`config.mk`:
```
export PLATFORM = sky130hd
export DESIGN_NAME = scrb_bank
export DESIGN_NICKNAME = d
export VERILOG_FILES = /design/src/scrb_pkg.sv /design/src/scrb_bank.sv
export VERILOG_INCLUDE_DIRS = /design/src
export SDC_FILE = /design/constraint.sdc
export NUM_CORES = 1
export LEC_CHECK = 0
export ABC_AREA = 1
export CAP_MARGIN = 30
export CORE_MARGIN = 5
export CORE_UTILIZATION = 57
export CTS_BUF_LIST = sky130_fd_sc_hd__clkbuf_8 sky130_fd_sc_hd__clkbuf_16
export DETAILED_ROUTE_END_ITERATION = 12
export DONT_BUFFER_PORTS = 1
export PLACE_DENSITY = 0.72
export SYNTH_ARGS = -nofsm -noshare
export SYNTH_HDL_FRONTEND = slang
export SYNTH_SLANG_ARGS = --single-unit
```
`constraint.sdc`:
```
create_clock -name core_clk -period 1.34 [get_ports core_clk]
set_input_delay 0.268 -clock core_clk [delete_from_list [all_inputs] [get_ports core_clk]]
set_output_delay 0.268 -clock core_clk [all_outputs]
set_load 0.01 [all_outputs]
```
`src/scrb_cfg.svh`:
```
/*
 Register offsets, field positions, reset values and codes of the
 system configuration register bank. Assumes a 32-bit word bus.
*/
`ifndef SCRB_CFG_SVH
`define SCRB_CFG_SVH
`define SCRB_OFS_CFG 8'h00
`define SCRB_OFS_SRC1 8'h08
`define SCRB_OFS_SRC2 8'h0C
`define SCRB_OFS_SRC3 8'h10
`define SCRB_OFS_SRC4 8'h14
`define SCRB_OFS_MAPSTAT 8'h18
`define SCRB_MEM_LSB 0
`define SCRB_MEM_MSB 2
`define SCRB_CONV_BIT 8
`define SCRB_TX_BIT 9
`define SCRB_RX_BIT 10
`define SCRB_SRC_RESET 32'h0000_0000
`define SCRB_SRC_PORT_A 4'h0
`define SCRB_SRC_PORT_B 4'h1
`define SCRB_ADDR_W 8
`endif

```
`src/scrb_pkg.sv`:
```
/*
 Types of the system configuration register bank.
 Assumes nothing of its surroundings.
*/
package scrb_pkg;
    typedef enum logic [1:0] {
        SCRB_MAP_MAIN_FLASH = 2'h0,
        SCRB_MAP_SYS_FLASH = 2'h1,
        SCRB_MAP_RAM = 2'h3,
        SCRB_MAP_IAP = 2'h2
    } scrb_map_type;
endpackage

```
`src/scrb_bank.sv`:
```
/*
 System configuration register bank: memory alias select, DMA request
 steering and interrupt-line port select, on a classic Wishbone slave.
 Assumes boot_pin and boot option bits are stable levels from outside;
 the pin is synchronised, the option bits are held static after reset.
*/
// Decided for this implementation: the Wishbone interface to the registers.
`timescale 1ns/1ps
`include "scrb_cfg.svh"

module scrb_bank #(
    parameter int LINES = 16
) (
    // Clock and reset
    input wire logic core_clk,
    input wire logic rstn,
    // Boot straps
    input wire logic boot_pin,
    input wire logic boot_select_option,
    input wire logic boot_option_high,
    input wire logic boot_option_low,
    // Wishbone slave
    input wire logic wb_cyc_i,
    input wire logic wb_stb_i,
    input wire logic wb_we_i,
    input wire logic [`SCRB_ADDR_W-1:0] wb_adr_i,
    input wire logic [3:0] wb_sel_i,
    input wire logic [31:0] wb_dat_i,
    output logic [31:0] wb_dat_o,
    output logic wb_ack_o,
    output logic wb_err_o,
    // Memory alias at address zero
    output logic [1:0] mem_map_sel,
    // DMA steering: one-hot channel 1 / channel 2 per request, both low during reset
    output logic serial_rx_dma_ch1,
    output logic serial_rx_dma_ch2,
    output logic serial_tx_dma_ch1,
    output logic serial_tx_dma_ch2,
    output logic converter_dma_ch1,
    output logic converter_dma_ch2,
    // Port B select per interrupt line (0 = port A)
    output logic [LINES-1:0] irq_line_source
);

    logic boot_meta_q;
    logic boot_sync_q;
    logic strap_pending_q;
    logic [2:0] mem_mode_q;
    logic serial_rx_dma_remap_q;
    logic serial_tx_dma_remap_q;
    logic converter_dma_remap_q;
    wire [4*LINES-1:0] src_q;
    logic ack_q;
    logic err_q;
    logic [31:0] rdat_q;
    logic [1:0] map_q;
    logic [5:0] dma_q;
    wire [LINES-1:0] line_q;

    wire req = wb_cyc_i & wb_stb_i & ~ack_q & ~err_q;
    wire hit_cfg = wb_adr_i == `SCRB_OFS_CFG;
    wire hit_s1 = wb_adr_i == `SCRB_OFS_SRC1;
    wire hit_s2 = wb_adr_i == `SCRB_OFS_SRC2;
    wire hit_s3 = wb_adr_i == `SCRB_OFS_SRC3;
    wire hit_s4 = wb_adr_i == `SCRB_OFS_SRC4;
    wire hit_stat = wb_adr_i == `SCRB_OFS_MAPSTAT;
    wire mapped = hit_cfg | hit_s1 | hit_s2 | hit_s3 | hit_s4 | hit_stat;
    // Writes land at the edge where the master samples ack, request still held
    wire wr = wb_cyc_i & wb_stb_i & wb_we_i & ack_q & mapped;
    wire [31:0] bmask = {{8{wb_sel_i[3]}}, {8{wb_sel_i[2]}},
                         {8{wb_sel_i[1]}}, {8{wb_sel_i[0]}}};
    wire [3:0] hit_src = {hit_s4, hit_s3, hit_s2, hit_s1};

    // Boot mode as seen at reset release: pin high selects option bits
    wire [2:0] boot_mode = boot_sync_q ?
        {boot_select_option, boot_option_high, 1'b1} :
        {2'b00, boot_option_low & boot_select_option};

    // Alias decode
    wire map_iap = mem_mode_q[2] & mem_mode_q[0];
    wire map_sys = mem_mode_q == 3'b001;
    wire map_ram = mem_mode_q == 3'b011;
    scrb_pkg::scrb_map_type map_d;
    assign map_d = map_iap ? scrb_pkg::SCRB_MAP_IAP :
                   map_sys ? scrb_pkg::SCRB_MAP_SYS_FLASH :
                   map_ram ? scrb_pkg::SCRB_MAP_RAM :
                   scrb_pkg::SCRB_MAP_MAIN_FLASH;

    wire [31:0] cfg_rd = {21'h0, serial_rx_dma_remap_q, serial_tx_dma_remap_q,
                          converter_dma_remap_q, 5'h0, mem_mode_q};
    wire [31:0] stat_rd = {30'h0, map_q};
    wire [4*LINES-1:0] src_ext = src_q;
    wire [31:0] rd_d = hit_cfg ? cfg_rd :
                       hit_s1 ? {16'h0, src_ext[15:0]} :
                       hit_s2 ? {16'h0, src_ext[31:16]} :
                       hit_s3 ? {16'h0, src_ext[47:32]} :
                       hit_s4 ? {16'h0, src_ext[63:48]} :
                       hit_stat ? stat_rd : 32'h0000_0000;
    wire [31:0] cfg_new = (cfg_rd & ~bmask) | (wb_dat_i & bmask);

    always_ff @(posedge core_clk) begin
        boot_meta_q <= boot_pin;
        boot_sync_q <= boot_meta_q;
    end

    // Memory select and DMA remap bits; straps land on the first clock edge after release
    always_ff @(posedge core_clk) begin
        if (!rstn) begin
            strap_pending_q <= 1'b1;
            mem_mode_q <= 3'h0;
            serial_rx_dma_remap_q <= 1'b0;
            serial_tx_dma_remap_q <= 1'b0;
            converter_dma_remap_q <= 1'b0;
        end else if (strap_pending_q) begin
            strap_pending_q <= 1'b0;
            mem_mode_q <= boot_mode;
        end else if (wr && hit_cfg) begin
            mem_mode_q <= cfg_new[`SCRB_MEM_MSB:`SCRB_MEM_LSB];
            serial_rx_dma_remap_q <= cfg_new[`SCRB_RX_BIT];
            serial_tx_dma_remap_q <= cfg_new[`SCRB_TX_BIT];
            converter_dma_remap_q <= cfg_new[`SCRB_CONV_BIT];
        end
    end

    // Source fields, four lines per register
    genvar g;
    generate
        for (g = 0; g < LINES; g++) begin : g_line
            localparam int R = g / 4;
            localparam int F = g % 4;
            logic [3:0] field_q;
            logic port_b_q;
            always_ff @(posedge core_clk) begin
                if (!rstn) begin
                    field_q <= 4'(`SCRB_SRC_RESET);
                end else if (wr && hit_src[R] && wb_sel_i[F/2]) begin
                    field_q <= wb_dat_i[4*F +: 4];
                end
            end
            always_ff @(posedge core_clk) begin
                if (!rstn) begin
                    port_b_q <= 1'b0;
                end else begin
                    port_b_q <= field_q == `SCRB_SRC_PORT_B;
                end
            end
            assign src_q[4*g +: 4] = field_q;
            assign line_q[g] = port_b_q;
        end
    endgenerate

    always_ff @(posedge core_clk) begin
        if (!rstn) begin
            ack_q <= 1'b0;
            err_q <= 1'b0;
            rdat_q <= 32'h0000_0000;
            map_q <= 2'h0;
            dma_q <= 6'h00;
        end else begin
            ack_q <= req & mapped;
            err_q <= req & ~mapped;
            rdat_q <= rd_d;
            map_q <= map_d;
            dma_q <= {serial_rx_dma_remap_q, ~serial_rx_dma_remap_q,
                      ~serial_tx_dma_remap_q, serial_tx_dma_remap_q,
                      ~converter_dma_remap_q, converter_dma_remap_q};
        end
    end

    assign wb_ack_o = ack_q;
    assign wb_err_o = err_q;
    assign wb_dat_o = rdat_q;
    assign mem_map_sel = map_q;
    assign serial_rx_dma_ch1 = dma_q[5];
    assign serial_rx_dma_ch2 = dma_q[4];
    assign serial_tx_dma_ch1 = dma_q[3];
    assign serial_tx_dma_ch2 = dma_q[2];
    assign converter_dma_ch1 = dma_q[1];
    assign converter_dma_ch2 = dma_q[0];
    assign irq_line_source = line_q;
endmodule

```
# --- Word level (Yosys, flattened, before mapping) ---
# Index checks and enable logic that the tools add are counted.
classes:
  n_eq_ne: 23
  n_mux: 13
  bitwise_logic: 27
  n_reduce_logical: 19
op_table:
  columns: ["cell", "n"]
  rows:
  - ["4-bit by 1-bit equality test with 1-bit output (second input constant)", 16]
  - ["16-bit 2-to-1 mux", 4]
  - ["8-bit by 5-bit equality test with 1-bit output (second input constant)", 3]
  - ["11-bit bitwise AND", 2]
  - ["8-bit by 4-bit equality test with 1-bit output (second input constant)", 2]
  - ["1-bit logical AND", 13]
  - ["11-bit 2-to-1 mux", 1]
  - ["11-bit NOT", 1]
  - ["11-bit bitwise OR", 1]
  - ["1-bit bitwise AND", 10]
  - ["3-bit 2-to-1 mux", 3]
  - ["8-bit zero test", 1]
  - ["2-bit 2-to-1 mux", 4]
  - ["1-bit NOT", 8]
  - ["6-bit OR reduction", 1]
  - ["1-bit bitwise OR", 5]
  - ["2-bit OR reduction", 2]
  - ["3-bit by 1-bit equality test with 1-bit output (second input constant)", 1]
  - ["3-bit by 2-bit equality test with 1-bit output (second input constant)", 1]
  - ["2-bit AND reduction", 1]
  - ["2-bit nonzero test", 1]
  - ["1-bit 2-to-1 mux", 1]
totals:
  ff_bits: 131
  inputBits: 53
  output_inout_bits: 58
  elab_cells: 129

# --- Logic depth before layout (Yosys ltp) ---
# Gate-level depths: netlist of run 1.
logic_depth:
  depth_word: 10
  depth_mapped: 11
  mapped_depth_nobuf: 11

# --- Least setup slack after synthesis of run 1 ---
# OpenSTA, ideal clock, no wires.
synth_path:
  path_kind: "reg2reg"
  start: "register ack_q (netlist: wb_ack_o)"
  end: "register g_line[14].field_q[2]"
  setup_time_ns: 0.127
  arrival_ns: 1.399
  required_ns: 1.213
  slack_ns: -0.186
  stages_incl_launch_ff: 9
  path_buffers: 1
  synth_period_minus_slack_ns: 1.526
  path_cell_list: "dfxtp_1 -> nand2_1 -> nor2_4 -> nand3_4 -> nor2_4 -> buf_4 -> nor2_1 -> a21oi_1 -> nor2_1"
synth_via:
  elab_chain_cells: 4
synth_rtl:
  columns: ["item", "line_no", "source"]
  rows:
  - ["from (decl)", "scrb_bank.sv:53", "logic ack_q;"]
  - ["from (signal assigned)", "scrb_bank.sv:160", "ack_q <= req & mapped;"]
  - ["1-bit bitwise AND (2 in series)", "scrb_bank.sv:69", "wire wr = wb_cyc_i & wb_stb_i & wb_we_i & ack_q & mapped;"]
  - ["1-bit logical AND (2 in series)", "scrb_bank.sv:136", "end else if (wr && hit_src[R] && wb_sel_i[F/2]) begin"]
  - ["to (signal assigned)", "scrb_bank.sv:135", "field_q <= 4'(`SCRB_SRC_RESET);"]
  - ["to (signal assigned)", "scrb_bank.sv:137", "field_q <= wb_dat_i[4*F +: 4];"]
  - ["to (decl)", "scrb_bank.sv:131", "logic [3:0] field_q;"]
# No other way between the ends.
# A chain may end at the register's enable or synchronous reset.

# --- Final worst setup path of run 1 ---
layout_path:
  start: "register ack_q (netlist: wb_ack_o)"
  end: "register g_line[1].field_q[0]"
layout_via:
  elab_chain_cells: 4
layout_rtl:
  columns: ["item", "line_no"]
  rows:
  - ["1-bit bitwise AND (2 in series)", "scrb_bank.sv:69"]
  - ["1-bit logical AND (2 in series)", "scrb_bank.sv:136"]
  - ["to (signal assigned)", "scrb_bank.sv:135"]
  - ["to (signal assigned)", "scrb_bank.sv:137"]
  - ["to (decl)", "scrb_bank.sv:131"]
# No other way between the ends.

==> results of run 1 <==
==> cell usage after synthesis (2+ instances only) <==
cell,n,area (um2)
inv_2,5,18.77
nand4_2,3,37.54
inv_1,81,304.0
buf_2,4,20.02
nor2_4,5,56.30
a211oi_1,17,127.6
o21ai_0,15,75.07
clkbuf_1,7,26.28
nand4_4,2,42.54
o22ai_1,12,75.07
nor2_1,129,484.2
nand3_1,17,85.08
nand2_1,104,390.4
nor4_1,4,25.02
nor3_1,18,90.09
buf_6,7,78.83
nand3_4,3,52.55
nand2_2,5,31.28
a31oi_1,3,18.77
buf_1,3,11.26
a21oi_1,50,250.2
nor2_2,2,12.51
buf_4,35,262.8
dfxtp_1,115,2302
==> routing by layer <==
layer | part of all wire, % | wire length, um
met5 | 0 | 0
met2 | 51 | 6906
met4 | 2.8 | 382
met3 | 7.0 | 950
met1 | 39 | 5263
==> power groups by stage <==
| stage | registers [mW] | clock network (mW) | logic [mW] |
|---|---|---|---|
| 3_3_place_gp | 3.53 | 0 | 0.167 |
| 4_1_cts | 3.46 | 4.28 | 0.305 |
| 5_1_grt | 3.46 | 4.47 | 0.346 |
| 3_5_place_dp | 3.53 | 0 | 0.172 |
| 6_report | 3.46 | 4.26 | 0.326 |
| 2_1_floorplan | 3.53 | 0 | 0.186 |
==> registers in the layout (all words and copies together), names as in the netlist, named ones only <==
signal           flops
boot_meta_q          1
boot_sync_q          1
dma_q                6
g_line.field_q      64
g_line.port_b_q     16
mem_map_sel          2
strap_pending_q      1
wb_ack_o             1
wb_dat_o            16
wb_err_o             1
==> worst max path at each step <==
stage / startpoint / to / slack, ps / cells after the start
final: wb_ack_o / g_line[1].field_q[0] / -6 / 8
after global routing: wb_ack_o / g_line[0].field_q[0] / -90 / 7
after CTS: wb_ack_o / g_line[0].field_q[0] / 0.3 / 7
after detailed placement: wb_adr_i[5] / g_line[0].field_q[2] / -240 / 8
after global placement: wb_adr_i[7] / g_line[1].field_q[3] / -100 / 8
after floorplan: wb_ack_o / g_line[14].field_q[2] / -160 / 8
==> timing repair <==
action,4_1_cts,5_1_grt
endpoints found under the hold margin,94,0
setup endpoints to repair,38,64
gates resized for setup,3,47
gates cloned,1,0
pin swaps,2,14
hold buffers,39,0
buffers inserted,1,3
==> layout make-up <==
class                      instances  area (um2)  area share, %
sequential                       115        2305          36.56
multi-input combinational        411        2155          34.18
timing repair buffer              78       807.0          12.80
clock buffer                      19       441.7          7.007
inverter                          86       342.8          5.439
tap                              105       131.4          2.084
clock inverter                    13       118.9          1.886
antenna                            1       2.502        0.03970
==> critical path: stages, from the launching register on <==
cell and delay [ps]:
dfxtp_2 330, nand2_2 60, nor2_4 170, buf_12 180
buf_12 110, nand4_4 170, nand2_1 120, nand2_1 50
nor2_1 80
==> metrics by stage <==
stage / utilization, % / cells
3_3_place_gp: 61.45 / 751
2_1_floorplan: - / 667
3_5_place_dp: 61.45 / 751
6_report: 75.95 / 828
5_1_grt: 75.95 / 828
4_1_cts: 73.41 / 824
==> kinds of logic (layout without fill, tap and decap cells) <==
group                  Yosys count  count (layout)  synth area share (%)
AOI/OAI and AO/OA               99              99                 11.45
DFF                            115             115                 46.81
buffers and inverters          142             196                 14.68
and+or+nand+nor                295             296                 26.99
other                            1              17               0.07624
==> summary.txt, run 1 <==
GRT
  – Initial antenna violation count: 1
  – Global routing usage on met3: 6.089%
  – GR Overflow Total: 0
  – Vias in the first global route: 4250
  – Total GRT Usage: 25.35%
  – Met2 Track Usage GR: 42.58%
  – Largest net degree at the start of global routing: 44
  – GRT busiest layer: met2
  – First-pass GRT wire length: 20360 um
  – M1 GR Usage: 29.54%

STA
  – Finish-stage setup viols: 3
  – Worst Skew: 6.525 ps
  – Fmax: 0.7430 GHz
  – Hold Worst Slack: 21.89 ps
  – Final slew viol count: 0
  – Final min period: 1346 ps
  – Final period utilization: 100.4%
  – Setup TNS: -8.183 ps
  – Final worst-path setup slack: -5.953 ps
  – RSZ-0062 raised after global routing: true
  – Final Hold Vio Count: 0

Pwr
  – Sw Pwr: 1.774 mW
  – Logic pwr share: 4.1%
  – Sw Share: 22.05%
  – Total power: 8.046 mW
  – Peak VDD IR: 0.8733 mV
  – PD cells: 1276 nW/um2
  – LEAKAGE: 2.747 nW
  – Clock network power share: 53.0%
  – Share of power burned in registers: 43.0%
  – Internal power: 6.271 mW

Final layout
  – Most common cell after layout, fill and taps aside: nor2_1
  – Layout cells sized above 1: 20.08%
  – Final nets: 762
  – Fill count: 565
  – Most frequent cells in the layout: nor2_1 (117), dfxtp_1 (113), nand2_1 (88), inv_1 (80), a21oi_1 (43)
  – Synth-to-layout area growth: 28.16%
  – Final Cell Area: 6304 um2

Synth
  – Netlist Area Pre-Place: 4918 um2
  – Syn Area/Cell: 7.544 um2
  – Synth warnings: 0
  – Post-synth ARST share: 0%
  – Seq/Total Area, Yosys: 46.81%
  – Synth Instances: 652
  – Post-synth EDFFs: 0
  – FF+latch count, synth: 115
  – Primary FF master, synth: dfxtp_1
  – Synth unique cells: 30

Setup path
  – Critical path type: reg -> reg
  – Startpoint Class: flop
  – Critical Path Fanout Max: 8
  – Required time worst endpoint: 1800 ps
  – RR Endpoint: g_line[1].field_q[0]
  – CP Capture Type: flop
  – Reg2reg setup slack: -6 ps
  – Reg-to-Reg Start: wb_ack_o
  – Critical path arrival: 1800 ps
  – Worst R2R Path Depth: 8

Min path
  – Worst hold endpoint: g_line[12].field_q[1]
  – Worst Hold Depth: 3
  – Hold path startpoint: wb_sel_i[0]
  – Hold Crit Class: in -> reg

Placement
  – Post-DP HPWL: 8050 um
  – Placement Cell Area: 5100 um2
  – Port bufs: 0
  – Worst slack, placed: -238.6 ps
  – Placer Congestion: 0.9163

CTS
  – H-tree levels: 4
  – CTS max path bufs: 2
  – CTS Buf Count: 17
  – CTS tree: built
  – Clock transition at path regs: 60 ps
  – CTS sink count: 115
  – Root Buffer: clkbuf_8
  – Worst-Skew Late Latency: 520 ps

Floorplan
  – Initial core utilization: 59.26%
  – Row cnt: 33
  – Die footprint: 10590 um2
  – Die width: 102.9 um
  – Die Span Y: 102.9 um
  – Core Box Area: 8299 um2
  – IO Count: 111

Detailed routing
  – Routed len/inst: 16.31 um
  – Router iterations before antenna repair: 5
  – Via count: 4428
  – Final routed DRC violation total: 0
  – Final WL: 13500 um
  – Routed Antenna Nets: 0
  – Via density per instance: 5.348
  – DRT iter0 DRCs: 298

Job
  – Max_cap viols: 0

Outcome
  – Failing checks: setup timing
  – Outcome: finished, violations left
No activity file was read; power rests on OpenSTA's default activity.
==> run 2: changes to the inputs <==
--- a/config.mk
+++ b/config.mk
@@ -9,11 +9,11 @@
 export ABC_AREA = 1
 export CAP_MARGIN = 30
 export CORE_MARGIN = 5
-export CORE_UTILIZATION = 57
+export CORE_UTILIZATION = 25
 export CTS_BUF_LIST = sky130_fd_sc_hd__clkbuf_8 sky130_fd_sc_hd__clkbuf_16
 export DETAILED_ROUTE_END_ITERATION = 12
 export DONT_BUFFER_PORTS = 1
-export PLACE_DENSITY = 0.72
+export PLACE_DENSITY = 0.35
 export SYNTH_ARGS = -nofsm -noshare
 export SYNTH_HDL_FRONTEND = slang
 export SYNTH_SLANG_ARGS = --single-unit
==> constraint.sdc (replaced) <==
create_clock -name core_clk -period 1.5 [get_ports core_clk]
set_input_delay 0.3 -clock core_clk [delete_from_list [all_inputs] [get_ports core_clk]]
set_output_delay 0.3 -clock core_clk [all_outputs]
set_load 0.01 [all_outputs]
==> run 2 against run 1 <==
Net effect: the run now ends clean; count of clock-buffer cells in the layout rose by 1; largest power group unchanged; critical endpoint is now g_line[9].field_q[0]; global-route usage fell by 12 points; worst setup slack improved by 170 ps; routed wire length rose by 6.5%; first-iteration DRC count fell by 26%; clock power rose by 13%; non-clock buffer count fell by 34; flip-flop and latch count did not move; sequential power fell by 11%; worst hold slack barely moved; highest routed layer unchanged; design area fell by 4.5%; sequential share of layout area rose by 1.7 points.
==> summary.txt, run 2 (synthesis results as in run 1) <==
Setup path
  – Critical Path Slowest Stage Cell: dfxtp_2 (unchanged)
  – CP Buf/Inv Count: 2 (unchanged)
  – Crit-path max cell delay: 330 ps (about the same)
  – Critical path arrival: 1640 ps (was 1800 ps)
  – Startpoint Class: flop (unchanged)
  – Worst R2R Path Depth: 7 (was 8)
  – Reg-to-Reg Start: wb_ack_o (unchanged)
  – Crit-path cells: nand2_2 -> nor2_4 -> buf_4 -> nand4_2 -> buf_12 -> nor2_1 -> nor2_1 (was nand2_2 -> nor2_4 -> buf_12 -> buf_12 -> nand4_4 -> nand2_1 -> nand2_1 -> nor2_1)
  – CP delay by family, top: simple AND/OR/NAND/NOR gates (unchanged)
  – Most common cell on crit path: nor2_1
  – RR Endpoint: g_line[9].field_q[0] (was g_line[1].field_q[0])
  – Critical path type: reg -> reg (unchanged)
  – Required time worst endpoint: 1800 ps (about the same)
  – CP Capture Type: flop (unchanged)
  – Reg2reg setup slack: 160 ps (was -6 ps)
  – Levels on crit path: 7 (was 8)
  – Critical Path Fanout Max: 16 (was 8)

Min path
  – Worst Hold Depth: 2 (was 3)
  – Worst hold endpoint: g_line[9].field_q[2] (was g_line[12].field_q[1])
  – Hold path startpoint: wb_dat_i[6] (was wb_sel_i[0])
  – Hold Crit Class: in -> reg (unchanged)

Floorplan
  – Die footprint: 22580 um2 (was 10590 um2)
  – Core Box Area: 19400 um2 (was 8299 um2)
  – Die Span Y: 150.3 um (was 102.9 um)
  – IO Count: 111 (unchanged)
  – Initial core utilization: 25.35% (was 59.26%)
  – Die width: 150.3 um (was 102.9 um)
  – Row cnt: 51 (was 33)

Final layout
  – Number of flip-flops under the largest register name: 64 (unchanged)
  – Register area: 2303 um2 (was 2305 um2)
  – Most common cell after layout, fill and taps aside: nor2_1 (unchanged)
  – Fin util: 31.04% (was 75.95%)
  – Layout cells sized above 1: 14.26% (was 20.08%)
  – Multi-input gate area: 1953 um2 (was 2155 um2)
  – Most flops, register: g_line.field_q (unchanged)
  – Fill count: 2126 (was 565)
  – Synth-to-layout area growth: 22.44% (was 28.16%)
  – Final nets: 727 (was 762)
  – Most frequent cells in the layout: nor2_1 (129), dfxtp_1 (114), nand2_1 (103), inv_1 (84), a21oi_1 (50) (was nor2_1 (117), dfxtp_1 (113), nand2_1 (88), inv_1 (80), a21oi_1 (43))
  – Diode count: 0 (was 1)

CTS
  – CTS max path bufs: 2 (unchanged)
  – H-tree levels: 4 (unchanged)
  – CTS tree: built (unchanged)
  – Root Buffer: clkbuf_16 (was clkbuf_8)
  – CTS sink count: 115 (unchanged)
  – Worst-Skew Late Latency: 420 ps (was 520 ps)
  – CTS Buf Count: 17 (unchanged)
  – Clock transition at path regs: 60 ps (about the same)

Detailed routing
  – Via count: 4019 (was 4428)
  – DRT iter0 DRCs: 220 (was 298)
  – Final routed DRC violation total: 0 (unchanged)
  – Via density per instance: 4.222 (was 5.348)
  – Final WL: 14390 um (was 13500 um)
  – Router iterations before antenna repair: 4 (was 5)
  – Routed Antenna Nets: 0 (unchanged)
  – Routed len/inst: 15.11 um (was 16.31 um)

Job
  – Max_cap viols: 0 (unchanged)

Placement
  – Post-DP HPWL: 10450 um (was 8050 um)
  – Port bufs: 0 (unchanged)
  – Placer Congestion: 0.7573 (was 0.9163)

Pwr
  – Sw Pwr: 1.540 mW (was 1.774 mW)
  – Clock network power share: 59.7% (was 53.0%)
  – Logic pwr share: 1.9% (was 4.1%)
  – Share of power burned in registers: 38.4% (was 43.0%)
  – PD cells: 1338 nW/um2 (was 1276 nW/um2)
  – Internal power: 6.520 mW (was 6.271 mW)
  – LEAKAGE: 2.653 nW (was 2.747 nW)
  – Sw Share: 19.11% (was 22.05%)
  – Peak VDD IR: 0.7390 mV (was 0.8733 mV)

STA
  – RSZ-0062 raised after global routing: false (was true)
  – Hold Worst Slack: 21.90 ps (was 21.89 ps)
  – Final period utilization: 89.36% (was 100.4%)
  – Worst Skew: 7.765 ps (was 6.525 ps)
  – Final Hold Vio Count: 0 (unchanged)
  – Final slew viol count: 0 (unchanged)
  – Final min period: 1340 ps (was 1346 ps)
  – Finish-stage setup viols: 0 (was 3)
  – Fmax: 0.7461 GHz (was 0.7430 GHz)

GRT
  – Vias in the first global route: 3968 (was 4250)
  – Initial antenna violation count: 0 (was 1)
  – GR Overflow Total: 0 (unchanged)
  – First-pass GRT wire length: 22390 um (was 20360 um)
  – Largest net degree at the start of global routing: 62 (was 44)
  – Total GRT Usage: 13.28% (was 25.35%)

Outcome
  – Outcome: complete, no violations (was finished, violations left)
[run 2: cell count changes in the layout (fill, tap and decap cells not counted), sizes merged]
cell,before,now
nand4,7,6
dlygate4sd3,38,2
buf,40,42
clkinv,5,1
clkbuf,19,20
clkinvlp,3,1
diode,1,0
bufinv,2,7
[run 2: cell type report]
class                      count  area share (%)
clock buffer                  20           7.750
clock inverter                12           3.885
inverter                      86           5.360
multi-input combinational    410           32.43
sequential                   115           38.25
tap                          265           5.506
timing repair buffer          44           6.815
[run 2: metal layers]
layer	up-vias	global-route usage (%)	share of wire (%)
li1	2066	-	-
met1	1841	17.71	49
met2	97	19.91	43
met3	15	5.117	6.6
met4	0	3.934	1.2
met5	-	0	0
[run 2: power by group through the flow]
stage	Combinational [mW]	Sequential (mW)	Clock [mW]
after global routing	0.176	3.09	5.07
final	0.157	3.09	4.81
after floorplan	0.156	3.15	0
after global placement	0.149	3.16	0
after detailed placement	0.150	3.16	0
after CTS	0.158	3.09	4.92
[run 2: what timing repair did]
action                                  CTS  global route
hold endpoints to repair                  4             0
endpoints found under the setup margin    0            12
resized for setup                         0             0
hold buffers                              2             0
setup buffers                             0             1
[run 2: how the worst max path moves through the flow]
stage,startpoint,end
after floorplan,wb_ack_o,g_line[14].field_q[2]
after global placement,wb_adr_i[6],wb_dat_o[0]
after detailed placement,wb_adr_i[0],g_line[1].field_q[2]
after CTS,wb_ack_o,g_line[1].field_q[2]
after global routing,wb_ack_o,g_line[2].field_q[0]
final,wb_ack_o,g_line[9].field_q[0]
[run 2: metrics by stage]
stage	TNS, ps	setup slack (ps)	area [um2]	power [mW]	std cells
6_report	0	159.6	6022	8.059	952
4_1_cts	0	48.82	6002	8.173	951
5_1_grt	0	1.920	6022	8.340	952
2_1_floorplan	0	0.2786	4982	3.307	667
3_5_place_dp	-5815	-153.8	5281	3.307	917
3_3_place_gp	-3960	-122.5	5281	3.306	917
